===== config.mk =====
export PLATFORM = sky130hd
export DESIGN_NAME = rfrs_top
export DESIGN_NICKNAME = d
export VERILOG_FILES = /design/src/shared/rfrs_pkg.sv /design/src/design/rfrs_top.sv /design/src/design/rfrs_ms_tick.sv /design/src/design/rfrs_lfsr.sv
export VERILOG_INCLUDE_DIRS = /design/src /design/src/shared
export SDC_FILE = /design/constraint.sdc
export NUM_CORES = 1
export LEC_CHECK = 0
export BUFFER_PORTS_ARGS = -buffer_cell sky130_fd_sc_hd__buf_2
export CAP_MARGIN = 25
export CORE_AREA = 2 2 107 109
export CTS_BUF_LIST = sky130_fd_sc_hd__clkbuf_2
export DETAILED_ROUTE_END_ITERATION = 12
export DIE_AREA = 0 0 109 111
export GPL_ROUTABILITY_DRIVEN = 0
export PLACE_DENSITY = 0.83
export SETUP_SLACK_MARGIN = 0.02
export SLEW_MARGIN = 30
export SYNTH_ARGS = -nofsm -noshare
export SYNTH_HDL_FRONTEND = slang
export SYNTH_SLANG_ARGS = --single-unit

===== constraint.sdc =====
create_clock -name clk -period 9.9 [get_ports clk]
set_clock_uncertainty 0.2 [all_clocks]
set_input_delay 1.98 -clock clk [delete_from_list [all_inputs] [get_ports clk]]
set_output_delay 1.98 -clock clk [all_outputs]
set_load 0.05 [all_outputs]

===== src/shared/rfrs_params.svh =====
`ifndef RFRS_PARAMS_SVH
`define RFRS_PARAMS_SVH

// ****************************************
// register offsets
// ****************************************
`define RFRS_ADDR_SEND 16'h1832
`define RFRS_ADDR_FRAME_SPACING_CONTROL 16'h1833
`define RFRS_ADDR_INTERFRAME_BASE_TIME 16'h1834
`define RFRS_ADDR_VCO_BOOST_RANDOM_SEED 16'h1835
`define RFRS_ADDR_FRAME_NUMBER_TIMER 16'h1836
`define RFRS_ADDR_STATUS_CONTROL 16'h1837

// ****************************************
// field positions
// ****************************************
`define RFRS_BIT_SEND 7
`define RFRS_BIT_DATA_LEVEL 7
`define RFRS_BIT_GAP_POWER_DOWN 6
`define RFRS_BIT_INITIAL_SPACING 5
`define RFRS_BIT_COMPLETION_DELAY 4
`define RFRS_BIT_VCO_BOOST 7
`define RFRS_BIT_TX_COMPLETE 7
`define RFRS_BIT_ERR_FLAG 6
`define RFRS_BIT_LV_FLAG 5
`define RFRS_BIT_ACK 4
`define RFRS_BIT_IRQ_ENABLE 3
`define RFRS_BIT_SOFT_RESET 0

// ****************************************
// reset values and codes
// ****************************************
`define RFRS_RST_BASE_GAP_TIME 8'h80
`define RFRS_CODE_DIRECT 2'h3

// ****************************************
// timing
// ****************************************
`define RFRS_CLK_PERIOD_NS 100
`define RFRS_MS_NS 1000000
`define RFRS_RESTART_MS 1

`endif


===== src/shared/rfrs_pkg.sv =====
package rfrs_pkg;

    // sequencer states
    typedef enum logic [2:0] {
        RFRS_IDLE = 3'b000,
        RFRS_FRAME_REQ = 3'b001,
        RFRS_FRAME_WAIT = 3'b010,
        RFRS_GAP = 3'b011
    } rfrs_state_t;

    // complete state of the sequencer top
    typedef struct packed {
        logic data_level;
        logic gap_power_down;
        logic initial_spacing_enable;
        logic completion_delay_select;
        logic [3:0] frame_count;
        logic [7:0] base_gap_time;
        logic vco_boost;
        logic [6:0] random_seed;
        logic [5:0] frame_number_timer;
        logic send;
        logic tx_complete_flag;
        logic err_flag;
        logic lv_flag;
        logic tx_irq_enable;
        rfrs_state_t state;
        logic [4:0] frames_sent;
        logic [11:0] gap_ms;
        logic gap_follows_frame;
        logic [7:0] rdata;
        logic pa_out;
        logic xtal_power_en;
        logic frame_start;
        logic tx_irq;
    } rfrs_top_state_t;

    // state of the random spacing register
    typedef struct packed {
        logic [6:0] q;
    } rfrs_lfsr_state_t;

endpackage


===== src/design/rfrs_top.sv =====
// Our own choice: strobed register access.
`include "rfrs_params.svh"

module rfrs_top #(
    parameter int MS_CYCLES = `RFRS_MS_NS / `RFRS_CLK_PERIOD_NS
) (
    input wire logic clk,
    input wire logic sys_rst,
    input wire logic [15:0] reg_addr,
    input wire logic [7:0] reg_wdata,
    input wire logic reg_wr,
    input wire logic reg_rd,
    output logic [7:0] reg_rdata,
    input wire logic [1:0] code_sel,
    input wire logic mod_data,
    input wire logic frame_done,
    input wire logic err_event,
    input wire logic lv_event,
    output logic frame_start,
    output logic send_active,
    output logic pa_out,
    output logic xtal_power_en,
    output logic vco_boost,
    output logic tx_irq
);
    if (MS_CYCLES < 2) begin : g_bad_ms
        $error("rfrs_top: MS_CYCLES must be at least 2");
    end

    rfrs_pkg::rfrs_top_state_t s;
    rfrs_pkg::rfrs_top_state_t next_s;

    logic ms_tick;
    logic [6:0] lfsr_q;
    logic seed_load;
    logic gap_step;

    // ****************************************
    // millisecond tick and random spacing
    // ****************************************
    rfrs_ms_tick #(
        .DIV(MS_CYCLES)
    ) u_tick (
        .clk(clk),
        .sys_rst(sys_rst),
        .clear(gap_step || seed_load), // restart on every gap load, initial gap too
        .tick(ms_tick)
    );

    rfrs_lfsr u_lfsr (
        .clk(clk),
        .sys_rst(sys_rst),
        .load(seed_load),
        .seed(s.random_seed),
        .step(gap_step),
        .q(lfsr_q)
    );

    // gap length in ms for a given last frame number
    function automatic logic [11:0] gap_len(
        input logic [7:0] base,
        input logic [5:0] fnt,
        input logic [4:0] idx,
        input logic [6:0] rnd
    );
        logic [11:0] prod;
        prod = 12'(fnt) * 12'(idx);
        gap_len = 12'(base) + prod + 12'(rnd);
    endfunction

    // ****************************************
    // decode
    // ****************************************
    logic wr_send;
    logic wr_ctrl3;
    logic wr_base;
    logic wr_seed;
    logic wr_fnt;
    logic wr_stat;

    assign wr_send = reg_wr && (reg_addr == `RFRS_ADDR_SEND);
    assign wr_ctrl3 = reg_wr && (reg_addr == `RFRS_ADDR_FRAME_SPACING_CONTROL);
    assign wr_base = reg_wr && (reg_addr == `RFRS_ADDR_INTERFRAME_BASE_TIME);
    assign wr_seed = reg_wr && (reg_addr == `RFRS_ADDR_VCO_BOOST_RANDOM_SEED);
    assign wr_fnt = reg_wr && (reg_addr == `RFRS_ADDR_FRAME_NUMBER_TIMER);
    assign wr_stat = reg_wr && (reg_addr == `RFRS_ADDR_STATUS_CONTROL);

    // start on a write of one while idle
    assign seed_load = wr_send && reg_wdata[`RFRS_BIT_SEND] && !s.send;

    // ****************************************
    // next state
    // ****************************************
    always_comb begin
        logic soft_rst;
        logic [4:0] sent_now;
        soft_rst = wr_stat && reg_wdata[`RFRS_BIT_SOFT_RESET];
        sent_now = s.frames_sent + 5'h01;
        next_s = s;
        next_s.frame_start = 1'b0;
        gap_step = 1'b0;

        // acknowledge first so a same-cycle event still sets its flag
        if (wr_stat && reg_wdata[`RFRS_BIT_ACK]) begin
            next_s.tx_complete_flag = 1'b0;
            next_s.err_flag = 1'b0;
            next_s.lv_flag = 1'b0;
        end
        if (err_event) begin
            next_s.err_flag = 1'b1;
        end
        if (lv_event) begin
            next_s.lv_flag = 1'b1;
        end

        // sequencer, runs only while send is set
        if (s.send) begin
            case (s.state)
                rfrs_pkg::RFRS_FRAME_REQ: begin
                    next_s.frame_start = 1'b1;
                    next_s.state = rfrs_pkg::RFRS_FRAME_WAIT;
                end
                rfrs_pkg::RFRS_FRAME_WAIT: begin
                    if (frame_done) begin
                        next_s.frames_sent = sent_now;
                        if (s.frames_sent == {1'b0, s.frame_count}) begin
                            if (s.completion_delay_select) begin
                                next_s.gap_ms = gap_len(s.base_gap_time,
                                    s.frame_number_timer, sent_now, lfsr_q);
                                next_s.gap_follows_frame = 1'b0;
                                next_s.state = rfrs_pkg::RFRS_GAP;
                                gap_step = 1'b1;
                            end else begin
                                next_s.tx_complete_flag = 1'b1;
                                next_s.send = 1'b0;
                                next_s.state = rfrs_pkg::RFRS_IDLE;
                            end
                        end else begin
                            next_s.gap_ms = gap_len(s.base_gap_time,
                                s.frame_number_timer, sent_now, lfsr_q);
                            next_s.gap_follows_frame = 1'b1;
                            next_s.state = rfrs_pkg::RFRS_GAP;
                            gap_step = 1'b1;
                        end
                    end
                end
                rfrs_pkg::RFRS_GAP: begin
                    if (s.gap_ms == 12'h000) begin
                        if (s.gap_follows_frame) begin
                            next_s.state = rfrs_pkg::RFRS_FRAME_REQ;
                        end else begin
                            next_s.tx_complete_flag = 1'b1;
                            next_s.send = 1'b0;
                            next_s.state = rfrs_pkg::RFRS_IDLE;
                        end
                    end else if (ms_tick) begin
                        next_s.gap_ms = s.gap_ms - 12'h001;
                    end
                end
                default: begin
                    next_s.state = rfrs_pkg::RFRS_IDLE;
                end
            endcase
        end

        // ****************************************
        // register writes
        // ****************************************
        if (wr_send) begin
            if (!reg_wdata[`RFRS_BIT_SEND]) begin
                next_s.send = 1'b0;
                next_s.frame_start = 1'b0;
                next_s.state = rfrs_pkg::RFRS_IDLE;
            end else if (!s.send) begin
                next_s.send = 1'b1;
                next_s.frames_sent = 5'h00;
                if (s.initial_spacing_enable) begin
                    // seed is not in the register yet, use it directly
                    next_s.gap_ms = gap_len(s.base_gap_time,
                        s.frame_number_timer, 5'h00, s.random_seed);
                    next_s.gap_follows_frame = 1'b1;
                    next_s.state = rfrs_pkg::RFRS_GAP;
                end else begin
                    next_s.state = rfrs_pkg::RFRS_FRAME_REQ;
                end
            end
        end
        if (wr_ctrl3) begin
            next_s.data_level = reg_wdata[`RFRS_BIT_DATA_LEVEL];
            next_s.gap_power_down = reg_wdata[`RFRS_BIT_GAP_POWER_DOWN];
            next_s.initial_spacing_enable = reg_wdata[`RFRS_BIT_INITIAL_SPACING];
            next_s.completion_delay_select = reg_wdata[`RFRS_BIT_COMPLETION_DELAY];
            next_s.frame_count = reg_wdata[3:0];
        end
        if (wr_base) begin
            next_s.base_gap_time = reg_wdata;
        end
        if (wr_seed) begin
            next_s.vco_boost = reg_wdata[`RFRS_BIT_VCO_BOOST];
            next_s.random_seed = reg_wdata[6:0];
        end
        if (wr_fnt) begin
            next_s.frame_number_timer = reg_wdata[5:0];
        end
        if (wr_stat) begin
            next_s.tx_irq_enable = reg_wdata[`RFRS_BIT_IRQ_ENABLE];
        end

        // soft reset, base gap kept
        if (soft_rst) begin
            next_s.data_level = 1'b0;
            next_s.gap_power_down = 1'b0;
            next_s.initial_spacing_enable = 1'b0;
            next_s.completion_delay_select = 1'b0;
            next_s.frame_count = 4'h0;
            next_s.vco_boost = 1'b0;
            next_s.random_seed = 7'h00;
            next_s.frame_number_timer = 6'h00;
            next_s.send = 1'b0;
            next_s.tx_complete_flag = 1'b0;
            next_s.err_flag = 1'b0;
            next_s.lv_flag = 1'b0;
            next_s.tx_irq_enable = 1'b0;
            next_s.frame_start = 1'b0;
            next_s.state = rfrs_pkg::RFRS_IDLE;
        end

        // ****************************************
        // registered outputs
        // ****************************************
        if (code_sel == `RFRS_CODE_DIRECT) begin
            next_s.pa_out = next_s.data_level;
        end else begin
            next_s.pa_out = mod_data;
        end
        next_s.xtal_power_en = next_s.send && !(next_s.gap_power_down
            && next_s.state == rfrs_pkg::RFRS_GAP
            && !(next_s.gap_follows_frame
            && next_s.gap_ms <= 12'(`RFRS_RESTART_MS)));
        next_s.tx_irq = next_s.tx_irq_enable && (next_s.tx_complete_flag
            || next_s.err_flag || next_s.lv_flag);

        // read data, one cycle after the strobe
        next_s.rdata = 8'h00;
        if (reg_rd) begin
            case (reg_addr)
                `RFRS_ADDR_SEND: begin
                    next_s.rdata = {s.send, 7'h00};
                end
                `RFRS_ADDR_FRAME_SPACING_CONTROL: begin
                    next_s.rdata = {s.data_level, s.gap_power_down,
                        s.initial_spacing_enable, s.completion_delay_select,
                        s.frame_count};
                end
                `RFRS_ADDR_INTERFRAME_BASE_TIME: begin
                    next_s.rdata = s.base_gap_time;
                end
                `RFRS_ADDR_VCO_BOOST_RANDOM_SEED: begin
                    next_s.rdata = {s.vco_boost, s.random_seed};
                end
                `RFRS_ADDR_FRAME_NUMBER_TIMER: begin
                    next_s.rdata = {2'h0, s.frame_number_timer};
                end
                `RFRS_ADDR_STATUS_CONTROL: begin
                    next_s.rdata = {s.tx_complete_flag, s.err_flag, s.lv_flag,
                        1'b0, s.tx_irq_enable, 3'h0};
                end
                default: begin
                    next_s.rdata = 8'h00;
                end
            endcase
        end
    end

    // ****************************************
    // state register
    // ****************************************
    always_ff @(posedge clk) begin
        if (sys_rst) begin
            s <= '0;
            s.base_gap_time <= `RFRS_RST_BASE_GAP_TIME;
        end else begin
            s <= next_s;
        end
    end

    assign reg_rdata = s.rdata;
    assign frame_start = s.frame_start;
    assign send_active = s.send;
    assign pa_out = s.pa_out;
    assign xtal_power_en = s.xtal_power_en;
    assign vco_boost = s.vco_boost;
    assign tx_irq = s.tx_irq;
endmodule


===== src/design/rfrs_ms_tick.sv =====
module rfrs_ms_tick #(
    parameter int DIV = 10000
) (
    input wire logic clk,
    input wire logic sys_rst,
    input wire logic clear,
    output logic tick
);
    localparam int CW = $clog2(DIV);

    typedef struct packed {
        logic [CW-1:0] count;
        logic tick;
    } rfrs_tick_state_t;

    rfrs_tick_state_t s;
    rfrs_tick_state_t next_s;

    if (DIV < 2) begin : g_bad_div
        $error("rfrs_ms_tick: DIV must be at least 2");
    end

    // ****************************************
    // divider, restarted by clear
    // ****************************************
    always_comb begin
        next_s = s;
        next_s.tick = 1'b0;
        if (clear) begin
            next_s.count = '0;
        end else if (s.count == CW'(DIV - 1)) begin
            next_s.count = '0;
            next_s.tick = 1'b1;
        end else begin
            next_s.count = s.count + CW'(1);
        end
    end

    always_ff @(posedge clk) begin
        if (sys_rst) begin
            s <= '0;
        end else begin
            s <= next_s;
        end
    end

    assign tick = s.tick;
endmodule


===== src/design/rfrs_lfsr.sv =====
module rfrs_lfsr (
    input wire logic clk,
    input wire logic sys_rst,
    input wire logic load,
    input wire logic [6:0] seed,
    input wire logic step,
    output logic [6:0] q
);
    rfrs_pkg::rfrs_lfsr_state_t s;
    rfrs_pkg::rfrs_lfsr_state_t next_s;

    // ****************************************
    // x^7 + x^6 + 1, zero is a fixed point
    // ****************************************
    always_comb begin
        next_s = s;
        if (load) begin
            next_s.q = seed;
        end else if (step) begin
            next_s.q = {s.q[5:0], s.q[6] ^ s.q[5]};
        end
    end

    always_ff @(posedge clk) begin
        if (sys_rst) begin
            s <= '0;
        end else begin
            s <= next_s;
        end
    end

    assign q = s.q;
endmodule


==> results.py <==
metrics = {
    "grt": {
        "gr-total-overflow": 0,
        "grtUsageMet3": 0.05467,
        "antenna_found_initial": 0,
        "track_usage": 0.2908,
        "grt_start_max_net_pins": 41,
        "grt_pass1_wl_mm": 27.86,
        "first_global_vias": 5916,
        "grt.busiest_layer": "met2",
        "use_met1": 0.3625,
        "grt_use_met2": 0.4874,
    },
    "clock_network": {
        "cts_max_level": 3,
        "clkLatencyLatePin_ns": 0.61,
        "cts.repair.resized": 0,
        "cts-buffers-inserted": 9,
        "clockBufferDepth": 2,
        "cts_sinks": 90,
        "post_cts_buffers": 0,
        "clk_pin_slew_ns": 0.29,
        "cts_tree": "built",
        "hold_buffers": 0,
        "clock_tree.root_cell": "clkbuf_2",
    },
    "routing": {
        "wl_per_cell_um": 18.17,
        "first_pass_iters": 8,
        "vias": 5927,
        "drc": 0,
        "routed_wl_mm": 17.12,
        "vias_per_cell": 6.292,
        "antenna_left": 0,
        "drt_iter0_markers": 607,
    },
    "logic_synthesis": {
        "synthCells": 772,
        "avgSynthCellArea_sq_um": 8.337,
        "ys_ff_latch": 90,
        "synthFlopType": "dfxtp_1",
        "synth_warnings": 0,
        "synth_cell_types": 79,
        "syn-cell-area_sq_mm": 0.006436,
        "syn_nets": 870,
        "synth_edf_count": 0,
        "ys_async_sr_fraction": 0,
        "yosysSeqAreaShare": 0.2799,
    },
    "setup_path": {
        "cp_max_fo": 10,
        "crit_type": "reg2reg",
        "r2r_slack_ns": 3.86,
        "required_ns": 10.24,
        "cp.arrival_ns": 6.37,
        "crit_path_start_kind": "register",
        "end_kind": "register",
    },
    "die": {
        "die_area_sq_mm": 0.01210,
        "die_h_um": 111,
        "fp.dieW_um": 109,
        "rows": 39,
        "initial_core_util": 0.5810,
        "core_area_sq_mm": 0.01108,
        "io_pins": 48,
    },
    "sta": {
        "tns_ns": 0,
        "whs_ns": 0.2749,
        "slew_viol_final": 0,
        "fmax_mhz": 165.7,
        "period_needed_ns": 6.035,
        "finalSetupViolations": 0,
        "slew-limit-headroom": 0.3671,
        "final_hold_viol_count": 0,
        "timing.final.ws_setup_ns": 3.865,
        "rsz0062_at_grt": "false",
        "period_share": 0.6096,
        "tightest_slew_ns": 0.9493,
    },
    "cells_and_area": {
        "area_growth_pct": 5.735,
        "nets": 892,
        "utilization": 0.6144,
        "drive_gt1_frac": 0.1189,
        "antenna_cells": 0,
    },
    "placement": {
        "dp_hpwl_mm": 13.12,
        "dpl_worst_slack_ns": 3.953,
        "numPortBuffers": 47,
    },
    "job": {
        "drv_cap": 0,
    },
    "pwr": {
        "ir_drop_mv": 0.1088,
        "powerDensity_mw_per_mm2": 86.89,
        "p_leak_nw": 2.839,
    },
    "min_path": {
        "hold_class": "reg2reg",
    },
    "status": {
        "status": "complete, no violations",
    },
}
## where the power goes
part / internal (mW) / switching [mW]
Clock: 0.0436 / 0.152
Combinational: 0.00925 / 0.0190
Sequential: 0.366 / 0.00116
## path summary, 6_finish.rpt
kind	startpoint	to	cells past startpoint
setup reg to reg	s[25]$_SDFF_PP0_	xtal_power_en$_SDFF_PP0_	19
setup / recovery	s[25]$_SDFF_PP0_	xtal_power_en$_SDFF_PP0_	19
hold reg to reg	u_tick.s[1]$_SDFF_PP0_	u_tick.s[1]$_SDFF_PP0_	1
hold / removal	u_tick.s[1]$_SDFF_PP0_	u_tick.s[1]$_SDFF_PP0_	1
## per-layer routing
layer | vias to the layer above | wire length (um)
met2 | 321 | 8273
met1 | 2805 | 6751
met3 | 63 | 1485
met5 | - | 0
li1 | 2738 | -
met4 | 0 | 605
## layout by cell type, fill, tap and decap left out, types with 9 or more instances in the layout
master	instances
inv_1	53
xor2_1	21
nor2_1	89
nor3_1	31
nor2b_1	25
and3_1	10
and2_1	13
nor4_1	11
xnor2_1	16
clkbuf_2	9
fa_1	26
mux2i_1	24
nand2_1	52
o21ai_0	20
a21oi_1	49
a211oi_1	10
dfxtp_1	90
buf_2	47
nand3_1	39
ha_1	38
## flip-flops by register name, summed over array words and instances, names as in the netlist
signal / cells
frame_start: 1
pa_out: 1
reg_rdata: 8
s: 54
send_active: 1
tx_irq: 1
u_lfsr.q: 7
u_tick.s: 14
u_tick.tick: 1
vco_boost: 1
xtal_power_en: 1
## stage by stage
step / power (mW) / instances / cell area (sq um)
finish: 0.5913 / 942 / 6805
global route: 0.6103 / 942 / 6805
CTS: 0.5942 / 942 / 6805
detailed placement: 0.4009 / 926 / 6679
global placement: 0.3999 / 926 / 6679
floorplan: 0.3881 / 772 / 6436
## synthesized netlist by cell type, types with 3 or more instances
master | n | area share
nand2_1 | 52 | 0.030
mux2i_1 | 24 | 0.037
o21a_1 | 3 | 0.0035
a222oi_1 | 7 | 0.011
dfxtp_1 | 90 | 0.28
a21oi_1 | 49 | 0.038
a22oi_1 | 3 | 0.0035
ha_1 | 38 | 0.074
o21bai_1 | 3 | 0.0035
xor2_1 | 21 | 0.029
a211o_1 | 3 | 0.0041
buf_2 | 4 | 0.0031
nor4_1 | 11 | 0.011
buf_4 | 8 | 0.0093
nor3_1 | 31 | 0.024
nand3_1 | 39 | 0.030
o21ai_0 | 20 | 0.016
inv_1 | 53 | 0.031
a211oi_1 | 10 | 0.012
nor2_1 | 89 | 0.052
a21o_1 | 3 | 0.0035
clkbuf_1 | 22 | 0.013
and3_1 | 10 | 0.0097
nor2b_1 | 25 | 0.024
mux2_2 | 4 | 0.0070
o211ai_1 | 5 | 0.0058
xnor2_1 | 16 | 0.022
or2_2 | 5 | 0.0049
nand2b_1 | 7 | 0.0068
fa_1 | 26 | 0.081
a22o_1 | 7 | 0.0095
and2_1 | 13 | 0.013
nand4_1 | 4 | 0.0039
nor3b_1 | 6 | 0.0070
## logic make-up (layout without fill, tap and decap cells)
kind of cell,after synthesis,in the layout,share of synthesized area
xor gates and xnor gates,37,37,0.05035
AOI/OAI and AO/OA,141,141,0.1507
and+or+nand+nor,319,319,0.2589
DFF,90,90,0.2799
buffers and inverters,93,120,0.06104
muxes,28,28,0.04432
adders and majority gates,64,64,0.1547
## cell type report
class | instances | area [sq um]
timing repair buffer | 49 | 250.2
multi-input combinational | 589 | 4242
clock inverter | 7 | 81.33
inverter | 55 | 206.4
clock buffer | 9 | 45.04
tap | 143 | 178.9
fill | 912 | 4272
sequential | 90 | 1802
## critical path: stages, from the launching register on
cell     delay [ns]
dfxtp_1        0.60
ha_1           0.26
nand3_1        0.12
xor2_1         0.40
nor2b_1        0.13
fa_1           0.54
inv_1          0.05
fa_1           0.50
fa_1           0.53
fa_1           0.51
inv_1          0.04
ha_1           0.36
or3_1          0.37
a21oi_1        0.18
a21oi_1        0.09
a21o_1         0.21
a21oi_1        0.19
xor2_1         0.20
o21ai_0        0.13
o41ai_2        0.37
Power figures use the tool's default switching activity.
